--- src/rlsc_consts.vh ---
// rlsc_consts.vh: state codes, interface codes and serial timing constants
// assumes inclusion by the remote/local state controller, its checker and its bench
`ifndef RLSC_CONSTS_VH
`define RLSC_CONSTS_VH

// one-hot operating states
`define RLSC_ST_LOCAL       4'h1
`define RLSC_ST_LOCAL_LOCK  4'h2
`define RLSC_ST_REMOTE      4'h4
`define RLSC_ST_REMOTE_LOCK 4'h8

// lockout owner codes
`define RLSC_OWN_NONE   2'h0
`define RLSC_OWN_GPIB   2'h1
`define RLSC_OWN_USB    2'h2
`define RLSC_OWN_SER    2'h3

// serial baud range and clock rate
`define RLSC_CLK_HZ     250000000
`define RLSC_BAUD_MIN   9600
`define RLSC_BAUD_MAX   115200
`define RLSC_BAUD_MID1  19200
`define RLSC_BAUD_MID2  38400
`define RLSC_BAUD_MID3  57600

// baud select codes, lowest to highest
`define RLSC_BAUD_9600   3'h0
`define RLSC_BAUD_19200  3'h1
`define RLSC_BAUD_38400  3'h2
`define RLSC_BAUD_57600  3'h3
`define RLSC_BAUD_115200 3'h4

`endif

--- src/rlsc_remote_local.v ---
// rlsc_remote_local.v: remote/local operating state controller with lockout owner
// tracking, front-panel gating and serial bit-rate enable generation.
// assumes all inputs are synchronous one-cycle event pulses or levels on clk.
// ----------------------------------------------------------------
// transition summary
// ----------------------------------------------------------------
// local          -> local lockout  : lockout from any channel, owner recorded
// local          -> remote         : serial remote, gpib listen with ren,
//                                    usb clear, trigger or message-out with ren
// local lockout  -> remote lockout : any remote request, owner kept
// remote         -> remote lockout : lockout from any channel, owner recorded
// remote         -> local          : softkey, serial local, gpib go-to-local,
//                                    usb go-to-local, usb ren fall, cable pull
// remote lockout -> local lockout  : release from the owning channel only
// lockout requests inside a lockout state change nothing
// lockout wins over remote when both land in one cycle
//
// ----------------------------------------------------------------
// input conventions
// ----------------------------------------------------------------
// command and message inputs are one-cycle high pulses
// ren and cable inputs are levels, usb ren and cable edges found here
// all inputs already synchronous to clk
// panel keys are gated here, not latched
//
// ----------------------------------------------------------------
// limitations
// ----------------------------------------------------------------
// no path leaves a lockout state for plain local; only reset clears it
// gpib ren low alone keeps remote; host must send go-to-local
// usb level edges act one cycle after the level moves
// baud divider rounds down, so every rate runs slightly fast
// owner priority on simultaneous lockouts: serial, gpib, usb
// usb cable pull also releases a usb-owned lockout
// remote commands are never blocked in any state
`include "rlsc_consts.vh"
`default_nettype none

module rlsc_remote_local #(
    parameter integer CLK_HZ = `RLSC_CLK_HZ
) (
    input  wire       clk,
    input  wire       reset,
    // front panel
    input  wire       panel_goto_local,
    input  wire       panel_key_valid,
    // serial or ethernet commands
    input  wire       ser_remote_cmd,
    input  wire       ser_local_cmd,
    input  wire       ser_lockout_cmd,
    // gpib
    input  wire       gpib_ren,
    input  wire       gpib_my_listen,
    input  wire       gpib_goto_local,
    input  wire       gpib_lockout,
    // usb test and measurement class
    input  wire       usb_ren_control,
    input  wire       usb_attached,
    input  wire       usb_init_clear,
    input  wire       usb_trigger,
    input  wire       usb_msg_out,
    input  wire       usb_local_lockout,
    input  wire       usb_goto_local,
    // serial port pins and rate
    input  wire [2:0] baud_sel,
    input  wire       ser_tx_data,
    input  wire       ser_rx_pin,
    output reg        ser_tx_pin,
    output reg        ser_rx_data,
    output reg        baud_tick,
    // state outputs
    output reg  [3:0] op_state,
    output reg  [1:0] lock_owner,
    output reg        remote_cmd_enable,
    output wire       panel_key_accept,
    output wire       panel_gtl_accept
);

    // ----------------------------------------------------------------
    // state codes
    // ----------------------------------------------------------------

    // one-hot operating states
    localparam [3:0] ST_LOCAL       = `RLSC_ST_LOCAL;
    localparam [3:0] ST_LOCAL_LOCK  = `RLSC_ST_LOCAL_LOCK;
    localparam [3:0] ST_REMOTE      = `RLSC_ST_REMOTE;
    localparam [3:0] ST_REMOTE_LOCK = `RLSC_ST_REMOTE_LOCK;

    // ----------------------------------------------------------------
    // baud divider
    // ----------------------------------------------------------------

    // cycles per bit at the default clock:
    //   sel 0:  9600 baud, 26041 cycles
    //   sel 1: 19200 baud, 13020 cycles
    //   sel 2: 38400 baud,  6510 cycles
    //   sel 3: 57600 baud,  4340 cycles
    //   sel 4: 115200 baud, 2170 cycles (also unused codes)

    // cycles per bit for a given rate, rounded down
    function [15:0] baud_div;
        input [2:0] sel;
        integer rate;
        integer quot;
        begin
            case (sel)
                `RLSC_BAUD_9600:   rate = `RLSC_BAUD_MIN;
                `RLSC_BAUD_19200:  rate = `RLSC_BAUD_MID1;
                `RLSC_BAUD_38400:  rate = `RLSC_BAUD_MID2;
                `RLSC_BAUD_57600:  rate = `RLSC_BAUD_MID3;
                `RLSC_BAUD_115200: rate = `RLSC_BAUD_MAX;
                default:           rate = `RLSC_BAUD_MAX;
            endcase
            quot     = CLK_HZ / rate;
            baud_div = quot[15:0]; // slowest rate still fits 16 bits
        end
    endfunction

    reg  [15:0] baud_cnt_reg;
    wire [15:0] baud_limit = baud_div(baud_sel);

    // one-cycle bit-rate enable for the serial engine
    always @(posedge clk or posedge reset) begin
        if (reset) begin
            baud_cnt_reg <= 16'h0000;
            baud_tick    <= 1'b0;
        end else if (baud_cnt_reg >= baud_limit - 16'h0001) begin
            baud_cnt_reg <= 16'h0000;
            baud_tick    <= 1'b1;
        end else begin
            baud_cnt_reg <= baud_cnt_reg + 16'h0001;
            baud_tick    <= 1'b0;
        end
    end

    // terminal-equipment pin roles: we drive transmit, sample receive
    always @(posedge clk or posedge reset) begin
        if (reset) begin
            ser_tx_pin  <= 1'b1;
            ser_rx_data <= 1'b1;
        end else begin
            ser_tx_pin  <= ser_tx_data;
            ser_rx_data <= ser_rx_pin;
        end
    end

    // ----------------------------------------------------------------
    // event decode
    // ----------------------------------------------------------------

    reg usb_ren_d_reg;
    reg usb_att_d_reg;

    // edge history for usb level signals
    always @(posedge clk or posedge reset) begin
        if (reset) begin
            usb_ren_d_reg <= 1'b0;
            usb_att_d_reg <= 1'b0;
        end else begin
            usb_ren_d_reg <= usb_ren_control;
            usb_att_d_reg <= usb_attached;
        end
    end

    wire usb_ren_fall = usb_ren_d_reg & ~usb_ren_control;
    wire usb_unplug   = usb_att_d_reg & ~usb_attached;

    // remote requests per channel
    wire gpib_remote = gpib_ren & gpib_my_listen;
    wire usb_remote  = usb_ren_control &
                       (usb_init_clear | usb_trigger | usb_msg_out);
    wire any_remote  = ser_remote_cmd | gpib_remote | usb_remote;

    // lockout requests per channel
    wire usb_lock    = usb_local_lockout & usb_ren_control;
    wire any_lock    = ser_lockout_cmd | gpib_lockout | usb_lock;

    // go-to-local per channel, and ren drop
    wire usb_leave   = usb_goto_local | usb_ren_fall | usb_unplug;
    wire gpib_leave  = gpib_goto_local;

    // owner that a new lockout records, serial first
    wire [1:0] new_owner = ser_lockout_cmd ? `RLSC_OWN_SER :
                           gpib_lockout    ? `RLSC_OWN_GPIB :
                           usb_lock        ? `RLSC_OWN_USB : `RLSC_OWN_NONE;

    // release to local lockout, only from the owning channel
    reg owner_release;
    always @* begin
        case (lock_owner)
            `RLSC_OWN_SER:  owner_release = ser_local_cmd;
            `RLSC_OWN_GPIB: owner_release = gpib_leave;
            `RLSC_OWN_USB:  owner_release = usb_goto_local | usb_unplug;
            default:        owner_release = 1'b0;
        endcase
    end

    // ----------------------------------------------------------------
    // state machine
    // ----------------------------------------------------------------

    reg [3:0] state_next;
    reg [1:0] owner_next;

    always @* begin
        state_next = op_state;
        owner_next = lock_owner;
        case (op_state)
            // local: lockout first, then remote
            ST_LOCAL: begin
                if (any_lock) begin
                    state_next = `RLSC_ST_LOCAL_LOCK;
                    owner_next = new_owner;
                end else if (any_remote) begin
                    state_next = `RLSC_ST_REMOTE;
                end
            end
            // local lockout: only remote requests move it
            ST_LOCAL_LOCK: begin
                if (any_remote) begin
                    state_next = `RLSC_ST_REMOTE_LOCK;
                end
            end
            // remote: lockout first, then any go-to-local
            ST_REMOTE: begin
                if (any_lock) begin
                    state_next = `RLSC_ST_REMOTE_LOCK;
                    owner_next = new_owner;
                end else if (panel_goto_local | ser_local_cmd | gpib_leave |
                             usb_leave | ~gpib_ren & usb_ren_fall) begin
                    state_next = `RLSC_ST_LOCAL;
                end
            end
            // remote lockout: only the owner releases
            ST_REMOTE_LOCK: begin
                if (owner_release) begin
                    state_next = `RLSC_ST_LOCAL_LOCK;
                end
            end
            default: begin
                state_next = `RLSC_ST_LOCAL;
                owner_next = `RLSC_OWN_NONE;
            end
        endcase
    end

    // state registers, local with no owner after reset
    always @(posedge clk or posedge reset) begin
        if (reset) begin
            op_state   <= `RLSC_ST_LOCAL;
            lock_owner <= `RLSC_OWN_NONE;
        end else begin
            op_state   <= state_next;
            lock_owner <= owner_next;
        end
    end

    // remote commands always execute once decoded
    always @(posedge clk or posedge reset) begin
        if (reset) begin
            remote_cmd_enable <= 1'b0;
        end else begin
            remote_cmd_enable <= 1'b1;
        end
    end

    // ----------------------------------------------------------------
    // front-panel gating
    // ----------------------------------------------------------------

    // state decode shared by the gating terms
    wire in_local_any = op_state[0] | op_state[1];
    wire in_remote    = op_state[2];

    // ordinary keys only in the two local states
    assign panel_key_accept = panel_key_valid & in_local_any;
    // return-to-local key only in plain remote; dead under remote lockout
    assign panel_gtl_accept = panel_goto_local & in_remote;

endmodule // rlsc_remote_local

`default_nettype wire

--- config.mk ---
export PLATFORM = sky130hd
export DESIGN_NAME = rlsc_remote_local
export DESIGN_NICKNAME = d
export VERILOG_FILES = /design/src/rlsc_remote_local.v
export VERILOG_INCLUDE_DIRS = /design/src
export SDC_FILE = /design/constraint.sdc
export NUM_CORES = 1
export LEC_CHECK = 0
export ABC_CLOCK_PERIOD_IN_PS = 8200
export BUFFER_PORTS_ARGS = -buffer_cell sky130_fd_sc_hd__buf_2
export CORE_UTILIZATION = 70
export CTS_CLUSTER_SIZE = 28
export DETAILED_ROUTE_END_ITERATION = 6
export PLACE_DENSITY = 0.94
export SETUP_SLACK_MARGIN = 0.02
export SLEW_MARGIN = 15
export SYNTH_ARGS = -nofsm -noshare
export SYNTH_HDL_FRONTEND = slang
export SYNTH_SLANG_ARGS = --single-unit
--- constraint.sdc ---
create_clock -name clk -period 8.2 [get_ports clk]
set_clock_uncertainty 0.15 [all_clocks]
set_input_delay 1.23 -clock clk [delete_from_list [all_inputs] [get_ports clk]]
set_output_delay 1.23 -clock clk [all_outputs]
set_load 0.005 [all_outputs]
==> results of run 1 <==
[synth_stat cells, types with 12 or more instances]
cell      count
a31oi_1      24
and2_1       30
a21oi_1     177
nor2b_1      28
ha_1        162
o211ai_1     32
buf_1        12
xnor2_1      91
a31o_2       15
nand4_1      19
nor3_1       58
inv_1        52
dfrtp_1      25
mux2i_1      23
mux2_2       12
nand2b_1     47
or2_2        21
o21ai_0     138
a211oi_1     31
nor2_1      208
o21a_1       30
nand2_1     189
a21o_1       65
xor2_1       47
and3_1       32
clkbuf_1     46
nand3_1      72
o31ai_1      27
or3_1        27
[cells by family after synthesis]
logic type                 after synthesis
buffers and inverters                  132
DFF                                     28
AOI/OAI and AO/OA                      715
other                                    2
xor gates and xnor gates               140
muxes                                   38
and+or+nand+nor                        810
adders and majority gates              164
[per-stage QoR]
| step | cells | setup slack, ns | TNS [ns] | area (µm²) | hold WS, ns |
|---|---|---|---|---|---|
| 2_1_floorplan | 2035 | -28.59 | -484.90 | 14700 | 0.317 |
| 3_3_place_gp | 3064 | -25.64 | -435.66 | 20800 | 0.345 |
==> results.yml, run 1 <==
yosys:
  synth_area_mm2: 0.0140
  yosysWarnings: 0
  synth_top_area_share_pct: 14.5
  synthAdderAreaFrac_pct: 14.8
  avgSynthCellArea_um2: 6.90
  synth_area_leaders: "ha_1 (14%), a21oi_1 (6.3%), xnor2_1 (5.7%)"
  synth-seq-cells: 28
  netlist.top_cell.by_area: "ha_1"
  synthCells: 2029
  synth_top_family_by_area: "compound AO/OA/AOI/OAI gates"
  synth-edff-count: 0
  synthArstFlopShare_pct: 100
  synth-compound-area-share_pct: 35.0
  synth-simple-area-share_pct: 29.4
  seq_area_frac_synth_pct: 5.03
  synth_cell_type_count: 117
  ys.flop_type: "dfrtp_1"
  synth_xor_area_share_pct: 8.87
  synthMuxAreaShare_pct: 2.98
status:
  tool.error: "[ERROR DPL-0038] Utilization greater than 100%, impossible to legalize"
  status: "stopped before the end"
  haltStage: "detailed placement (3_5_place_dp)"
floorplanning:
  die_width_um: 143
  top_level_ports: 35
  die_y_um: 143
  start_util_pct: 71.7
  core.rowCount: 51
place:
  gp_congestion: 1.07
  io_buffers: 34
==> run 2: changes to the inputs <==
--- a/config.mk
+++ b/config.mk
@@ -8,11 +8,9 @@
 export LEC_CHECK = 0
 export ABC_CLOCK_PERIOD_IN_PS = 8200
 export BUFFER_PORTS_ARGS = -buffer_cell sky130_fd_sc_hd__buf_2
-export CORE_UTILIZATION = 70
-export CTS_CLUSTER_SIZE = 28
+export CORE_UTILIZATION = 40
 export DETAILED_ROUTE_END_ITERATION = 6
-export PLACE_DENSITY = 0.94
-export SETUP_SLACK_MARGIN = 0.02
+export PLACE_DENSITY_LB_ADDON = 0.15
 export SLEW_MARGIN = 15
 export SYNTH_ARGS = -nofsm -noshare
 export SYNTH_HDL_FRONTEND = slang
==> run 2 against run 1 <==
Effect of this change: the flow now finishes, with violations (setup timing); synthesized cell count stayed put; area after synthesis unchanged.
==> results.yml, run 2 <==
worst_setup_path:
  path_max_fanout: 8
  crit_slowest_cell: "nor4_4"
  worst_setup_path_start_kind: "primary input"
  reg2reg_depth: 25
  crit_required_ns: 8.24
  r2r-end: "baud_cnt_reg[2]$_DFF_PP0_"
  endpoint_kind: "register"
  cp.arrival_ns: 34.99
  path_class: "primary input to register"
  worst_path_largest_cell_delay_ns: 0.38
  reg2reg_from: "baud_cnt_reg[0]$_DFF_PP0_"
  ff2ff_setup_slack_ns: 4.77
  crit_path_frequent_cell: "buf_4"
route:
  detailedRoute.firstPassIterationCount: 5
  drc: 0
  drt_iter0_drc: 1296
  wirelength_um: 59900
  wire_per_inst_um: 17.4
  viasPerCell: 5.75
  antenna_left: 0
  vias: 19800
clocking:
  ctsHoldBuffers: 0
  cts.reportedPaths.clkPinSlew_ns: 0.07
  cts_tree: "yes"
  clock_path_buffers: 2
  htree_levels: 1
  clockRootBuffer: "clkbuf_16"
  cts_buffers: 3
  cts_sinks: 28
  clkLatencyLatePin_ns: 0.26
yosys:
  yosysWarnings: 0
  synthTopCellsByCount: "nor2_1 (208), nand2_1 (189), a21oi_1 (177), ha_1 (162), o21ai_0 (138)"
  synth_top_family_by_area: "compound AO/OA/AOI/OAI gates"
  synth_area_mm2: 0.0140
  synthMuxAreaShare_pct: 2.98
  synth-simple-area-share_pct: 29.4
  synthAdderAreaFrac_pct: 14.8
  synth-seq-cells: 28
  synth_cell_type_count: 117
  synthCells: 2029
  netlist.top_cell.by_area: "ha_1"
  synth_xor_area_share_pct: 8.87
  synth.most_common_cell: "nor2_1"
  avgSynthCellArea_um2: 6.90
  synthArstFlopShare_pct: 100
  ys.flop_type: "dfrtp_1"
  synth-compound-area-share_pct: 35.0
  seq_area_frac_synth_pct: 5.03
  synth_area_leaders: "ha_1 (14%), a21oi_1 (6.3%), xnor2_1 (5.7%)"
  synth_top_area_share_pct: 14.5
  synth-edff-count: 0
timing:
  final_max_slew_viol_count: 0
  fin_crit_ns: 34.95
  tns_ns: -454.33
  fin_crit_sh_pct: 426
  worstMarginPinSlew_ns: 0.961
  fin_ws_ns: -26.75
  setup_viol: 17
  rsz0062_at_grt: "yes"
  relSlewSlack_pct: 35.6
  hold_viol_final: 0
  timing.fmax_mhz: 28.6
place:
  pre_cts_ws_ns: -27.47
  gp_congestion: 0.946
  placed_area_mm2: 0.0213
  io_buffers: 34
  dp_hpwl_um: 45100
finish:
  n_fill_cell: 2823
  largest_reg_flops: 16
  final_cell_mix: "buf_4 (959), nand2_1 (171), nor2_1 (169)"
  final_common_cell: "buf_4"
  seqCellArea_um2: 704
  final_area_mm2: 0.0237
  area_delta_synth_final_pct: 69.0
  final_layout_size_suffix_gt1_share_pct: 45.8
  multiInputGateArea_mm2: 0.0144
  nNetsFinal: 3165
grt:
  grt_max_degree: 43
  overflow: 0
  grt_pass1_vias: 19000
  antenna_found_initial: 0
  grt_pass1_wl_um: 92900
  grt_use_total_pct: 31.1
floorplanning:
  start_util_pct: 40.6
  dieArea_mm2: 0.0358
  die_width_um: 189
  top_level_ports: 35
  core_mm2: 0.0345
  core.rowCount: 68
  die_y_um: 189
status:
  violations: "setup timing"
  status: "finished, violations left"
min_path:
  worstHoldPathCells: 1
  hp-class: "register to register"
  min-delay-start: "baud_cnt_reg[0]$_DFF_PP0_"
  hold_path_end: "baud_cnt_reg[0]$_DFF_PP0_"
flow_run:
  maxCapViolations: 0
run 2: cell counts after synthesis:
No cell type changed its count.
run 2: critical path, delay by kind of cell:
family,cells,cell delay [ns]
compound gates,94,14.62
xor+xnor,2,0.29
fa+ha+maj,18,4.76
buf+inv,37,4.81
mux,3,0.69
simple gates,65,8.42
run 2: metrics by stage:
stage / std cells / hold slack [ns] / utilization, %
finish: 3433 / 0.369 / 68.7
global route: 3432 / 0.391 / 68.7
CTS: 3372 / 0.369 / 64.9
detailed placement: 3290 / 0.359 / 61.7
global placement: 3290 / 0.347 / 61.7
floorplan: 2035 / 0.317 / -
run 2: worst max-delay path by stage:
stage                            from                         end  slack (ns)  depth (start not counted)
after floorplan           baud_sel[0]  baud_cnt_reg[10]$_DFF_PP0_      -28.59                        232
after global placement    baud_sel[0]  baud_cnt_reg[14]$_DFF_PP0_      -26.62                        201
after detailed placement  baud_sel[0]  baud_cnt_reg[10]$_DFF_PP0_      -27.47                        198
after CTS                 baud_sel[1]  baud_cnt_reg[10]$_DFF_PP0_      -26.02                        213
after global routing      baud_sel[1]  baud_cnt_reg[15]$_DFF_PP0_      -28.57                        222
final                     baud_sel[1]   baud_cnt_reg[2]$_DFF_PP0_      -26.75                        219
run 2: what timing repair did:
item / 4_1_cts / 5_1_grt
buffers inserted: 78 / 58
resized for setup: 87 / 182
endpoints found under the setup margin: 17 / 17
gates cloned: 0 / 2
pin swaps: 64 / 140
run 2: cells by family after synthesis:
kind of cell               after synthesis
other                                    2
adders and majority gates              164
and+or+nand+nor                        810
AOI/OAI and AO/OA                      715
buffers and inverters                  132
muxes                                   38
DFF                                     28
xor gates and xnor gates               140
run 2: per-layer routing:
metal / up-vias / GRT usage, % / share of wire [%]
met5: - / 0 / 0
met4: 0 / 7.41 / 3.0
met3: 142 / 1.30 / 4.8
met2: 616 / 55.8 / 49
met1: 9396 / 40.7 / 43
li1: 9596 / - / -
run 2: layout make-up:
| type | count | area share, % |
|---|---|---|
| multi-input cells | 1875 | 60.8 |
| clock buffers | 3 | 0.317 |
| well taps | 455 | 2.41 |
| repair buffers | 1011 | 32.3 |
| diodes | 1 | 0.0106 |
| clock inverters | 1 | 0.127 |
| inverters | 59 | 1.11 |
| flip-flops and latches | 28 | 2.98 |
Power of run 2 is not shown: default switching activity piles up to over one toggle a cycle in this logic, so the estimate is an artifact.
==> run 3: changes to the inputs <==
--- a/config.mk
+++ b/config.mk
@@ -10,7 +10,7 @@
 export BUFFER_PORTS_ARGS = -buffer_cell sky130_fd_sc_hd__buf_2
 export CORE_UTILIZATION = 40
 export DETAILED_ROUTE_END_ITERATION = 6
-export PLACE_DENSITY_LB_ADDON = 0.15
+export PLACE_DENSITY = 0.6
 export SLEW_MARGIN = 15
 export SYNTH_ARGS = -nofsm -noshare
 export SYNTH_HDL_FRONTEND = slang
==> run 3 against run 2 <==
Effect of this change: the flow still finishes with violations (setup timing); core utilization rose by 0.65 points; worst setup slack got worse by 0.25 ns; worst hold slack improved by 0.010 ns; critical path depth fell by 3; via count rose by 2.7%; register-to-register slack barely moved; non-clock buffer count rose by 36; highest routed layer is now met5; maximum frequency fell by 0.70%; largest cell class unchanged.
==> results.yml, run 3 (synthesis gave the netlist of run 2 again) <==
floorplanning:
  die_y_um: 189
  core_mm2: 0.0345
  top_level_ports: 35
  dieArea_mm2: 0.0358
  start_util_pct: 40.6
  die_width_um: 189
  core.rowCount: 68
clocking:
  htree_levels: 1
  clock_path_buffers: 2
  cts_buffers: 3
  ctsHoldBuffers: 0
  clkLatencyLatePin_ns: 0.27
  cts.reportedPaths.clkPinSlew_ns: 0.07
  cts_sinks: 28
  clockRootBuffer: "clkbuf_16"
  cts_tree: "yes"
route:
  wirelength_um: 62600
  detailedRoute.firstPassIterationCount: 5
  antenna_left: 0
  drc: 0
  drt_iter0_drc: 1406
  vias: 20300
  viasPerCell: 5.85
  wire_per_inst_um: 18.1
timing:
  tns_ns: -458.35
  worstMarginPinSlew_ns: 0.742
  setup_viol: 17
  timing.fmax_mhz: 28.4
  fin_ws_ns: -27.00
  rsz0062_at_grt: "yes"
  fin_crit_sh_pct: 429
  fin_crit_ns: 35.20
  hold_viol_final: 0
  final_max_slew_viol_count: 0
  relSlewSlack_pct: 50.5
  hold_slack_ns: 0.379
place:
  dp_hpwl_um: 45000
  gp_congestion: 0.961
  placed_area_mm2: 0.0212
  io_buffers: 34
worst_setup_path:
  crit_path_frequent_cell: "a21oi_2"
  endpoint_kind: "register"
  cp.arrival_ns: 35.25
  crit_required_ns: 8.25
  worst_path_largest_cell_delay_ns: 0.50
  path_max_fanout: 14
  crit_slowest_cell: "fa_2"
  path_class: "primary input to register"
  worst_setup_path_start_kind: "primary input"
flow_run:
  maxCapViolations: 0
finish:
  utilization_pct: 69.3
  seqCellArea_um2: 704
  multiInputGateArea_mm2: 0.0144
  final_common_cell: "buf_4"
  n_fill_cell: 2704
  area_delta_synth_final_pct: 70.6
  final_cell_mix: "buf_4 (992), nand2_1 (172), nor2_1 (157)"
  largest_reg_flops: 16
  num_antenna_cells: 0
  final_layout_size_suffix_gt1_share_pct: 46.8
  final_area_mm2: 0.0239
  nNetsFinal: 3201
status:
  violations: "setup timing"
  status: "finished, violations left"
grt:
  grt_use_total_pct: 32.6
  grt_pass1_vias: 20100
  overflow: 0
  grt_max_degree: 49
  antenna_found_initial: 1
  grt_pass1_wl_um: 97300
min_path:
  hp-class: "register to register"
==> run 3: worst paths after layout <==
kind	from	to	slack (ns)	depth (start not counted)
worst max register to register	baud_cnt_reg[0]$_DFF_PP0_	baud_cnt_reg[8]$_DFF_PP0_	4.78	25
worst min register to register	baud_cnt_reg[0]$_DFF_PP0_	baud_cnt_reg[0]$_DFF_PP0_	0.38	1
min in group asynchronous	reset	usb_att_d_reg$_DFF_PP0_	0.86	2
max in group asynchronous	reset	baud_cnt_reg[8]$_DFF_PP0_	6.62	2
worst min-delay path	baud_cnt_reg[0]$_DFF_PP0_	baud_cnt_reg[0]$_DFF_PP0_	0.38	1
worst max-delay path	baud_sel[0]	baud_cnt_reg[8]$_DFF_PP0_	-27.00	216
==> run 3: per-layer routing <==
metal	up-vias	share of wire, %	global-route usage [%]
li1	9646	-	-
met1	9637	41	39.2
met2	748	49	59.2
met3	259	5.3	2.63
met4	2	4.8	14.1
met5	-	0.014	0
==> run 3: layout make-up <==
| cell class | count | share of cell area, % |
|---|---|---|
| Clock buffer | 3 | 0.314 |
| Clock inverter | 1 | 0.126 |
| Inverter | 59 | 1.08 |
| Multi-Input combinational cell | 1875 | 60.2 |
| Sequential cell | 28 | 2.95 |
| Tap cell | 455 | 2.38 |
| Timing Repair Buffer | 1047 | 33.0 |
==> run 3: stage by stage <==
step / std cells / setup slack (ns)
after global placement: 3281 / -26.52
after detailed placement: 3281 / -27.56
after CTS: 3419 / -25.90
after global routing: 3468 / -28.87
final: 3468 / -27.00
after floorplan: 2035 / -28.59
==> run 3: repair_timing <==
item | in CTS | in global routing
resized for setup | 157 | 126
endpoints found under the setup margin | 17 | 17
pin swaps | 133 | 142
buffers inserted | 133 | 49
cloned | 1 | 0
==> run 3: critical path, delay by kind of cell <==
kind                       cells  cell delay, ns
xor gates and xnor gates       3            0.57
adders and majority gates     20            5.26
muxes                          3            0.84
and+or+nand+nor               73            9.24
AOI/OAI and AO/OA             95           15.17
buffers and inverters         22            2.82
Power of run 3 is left out for the same reason.
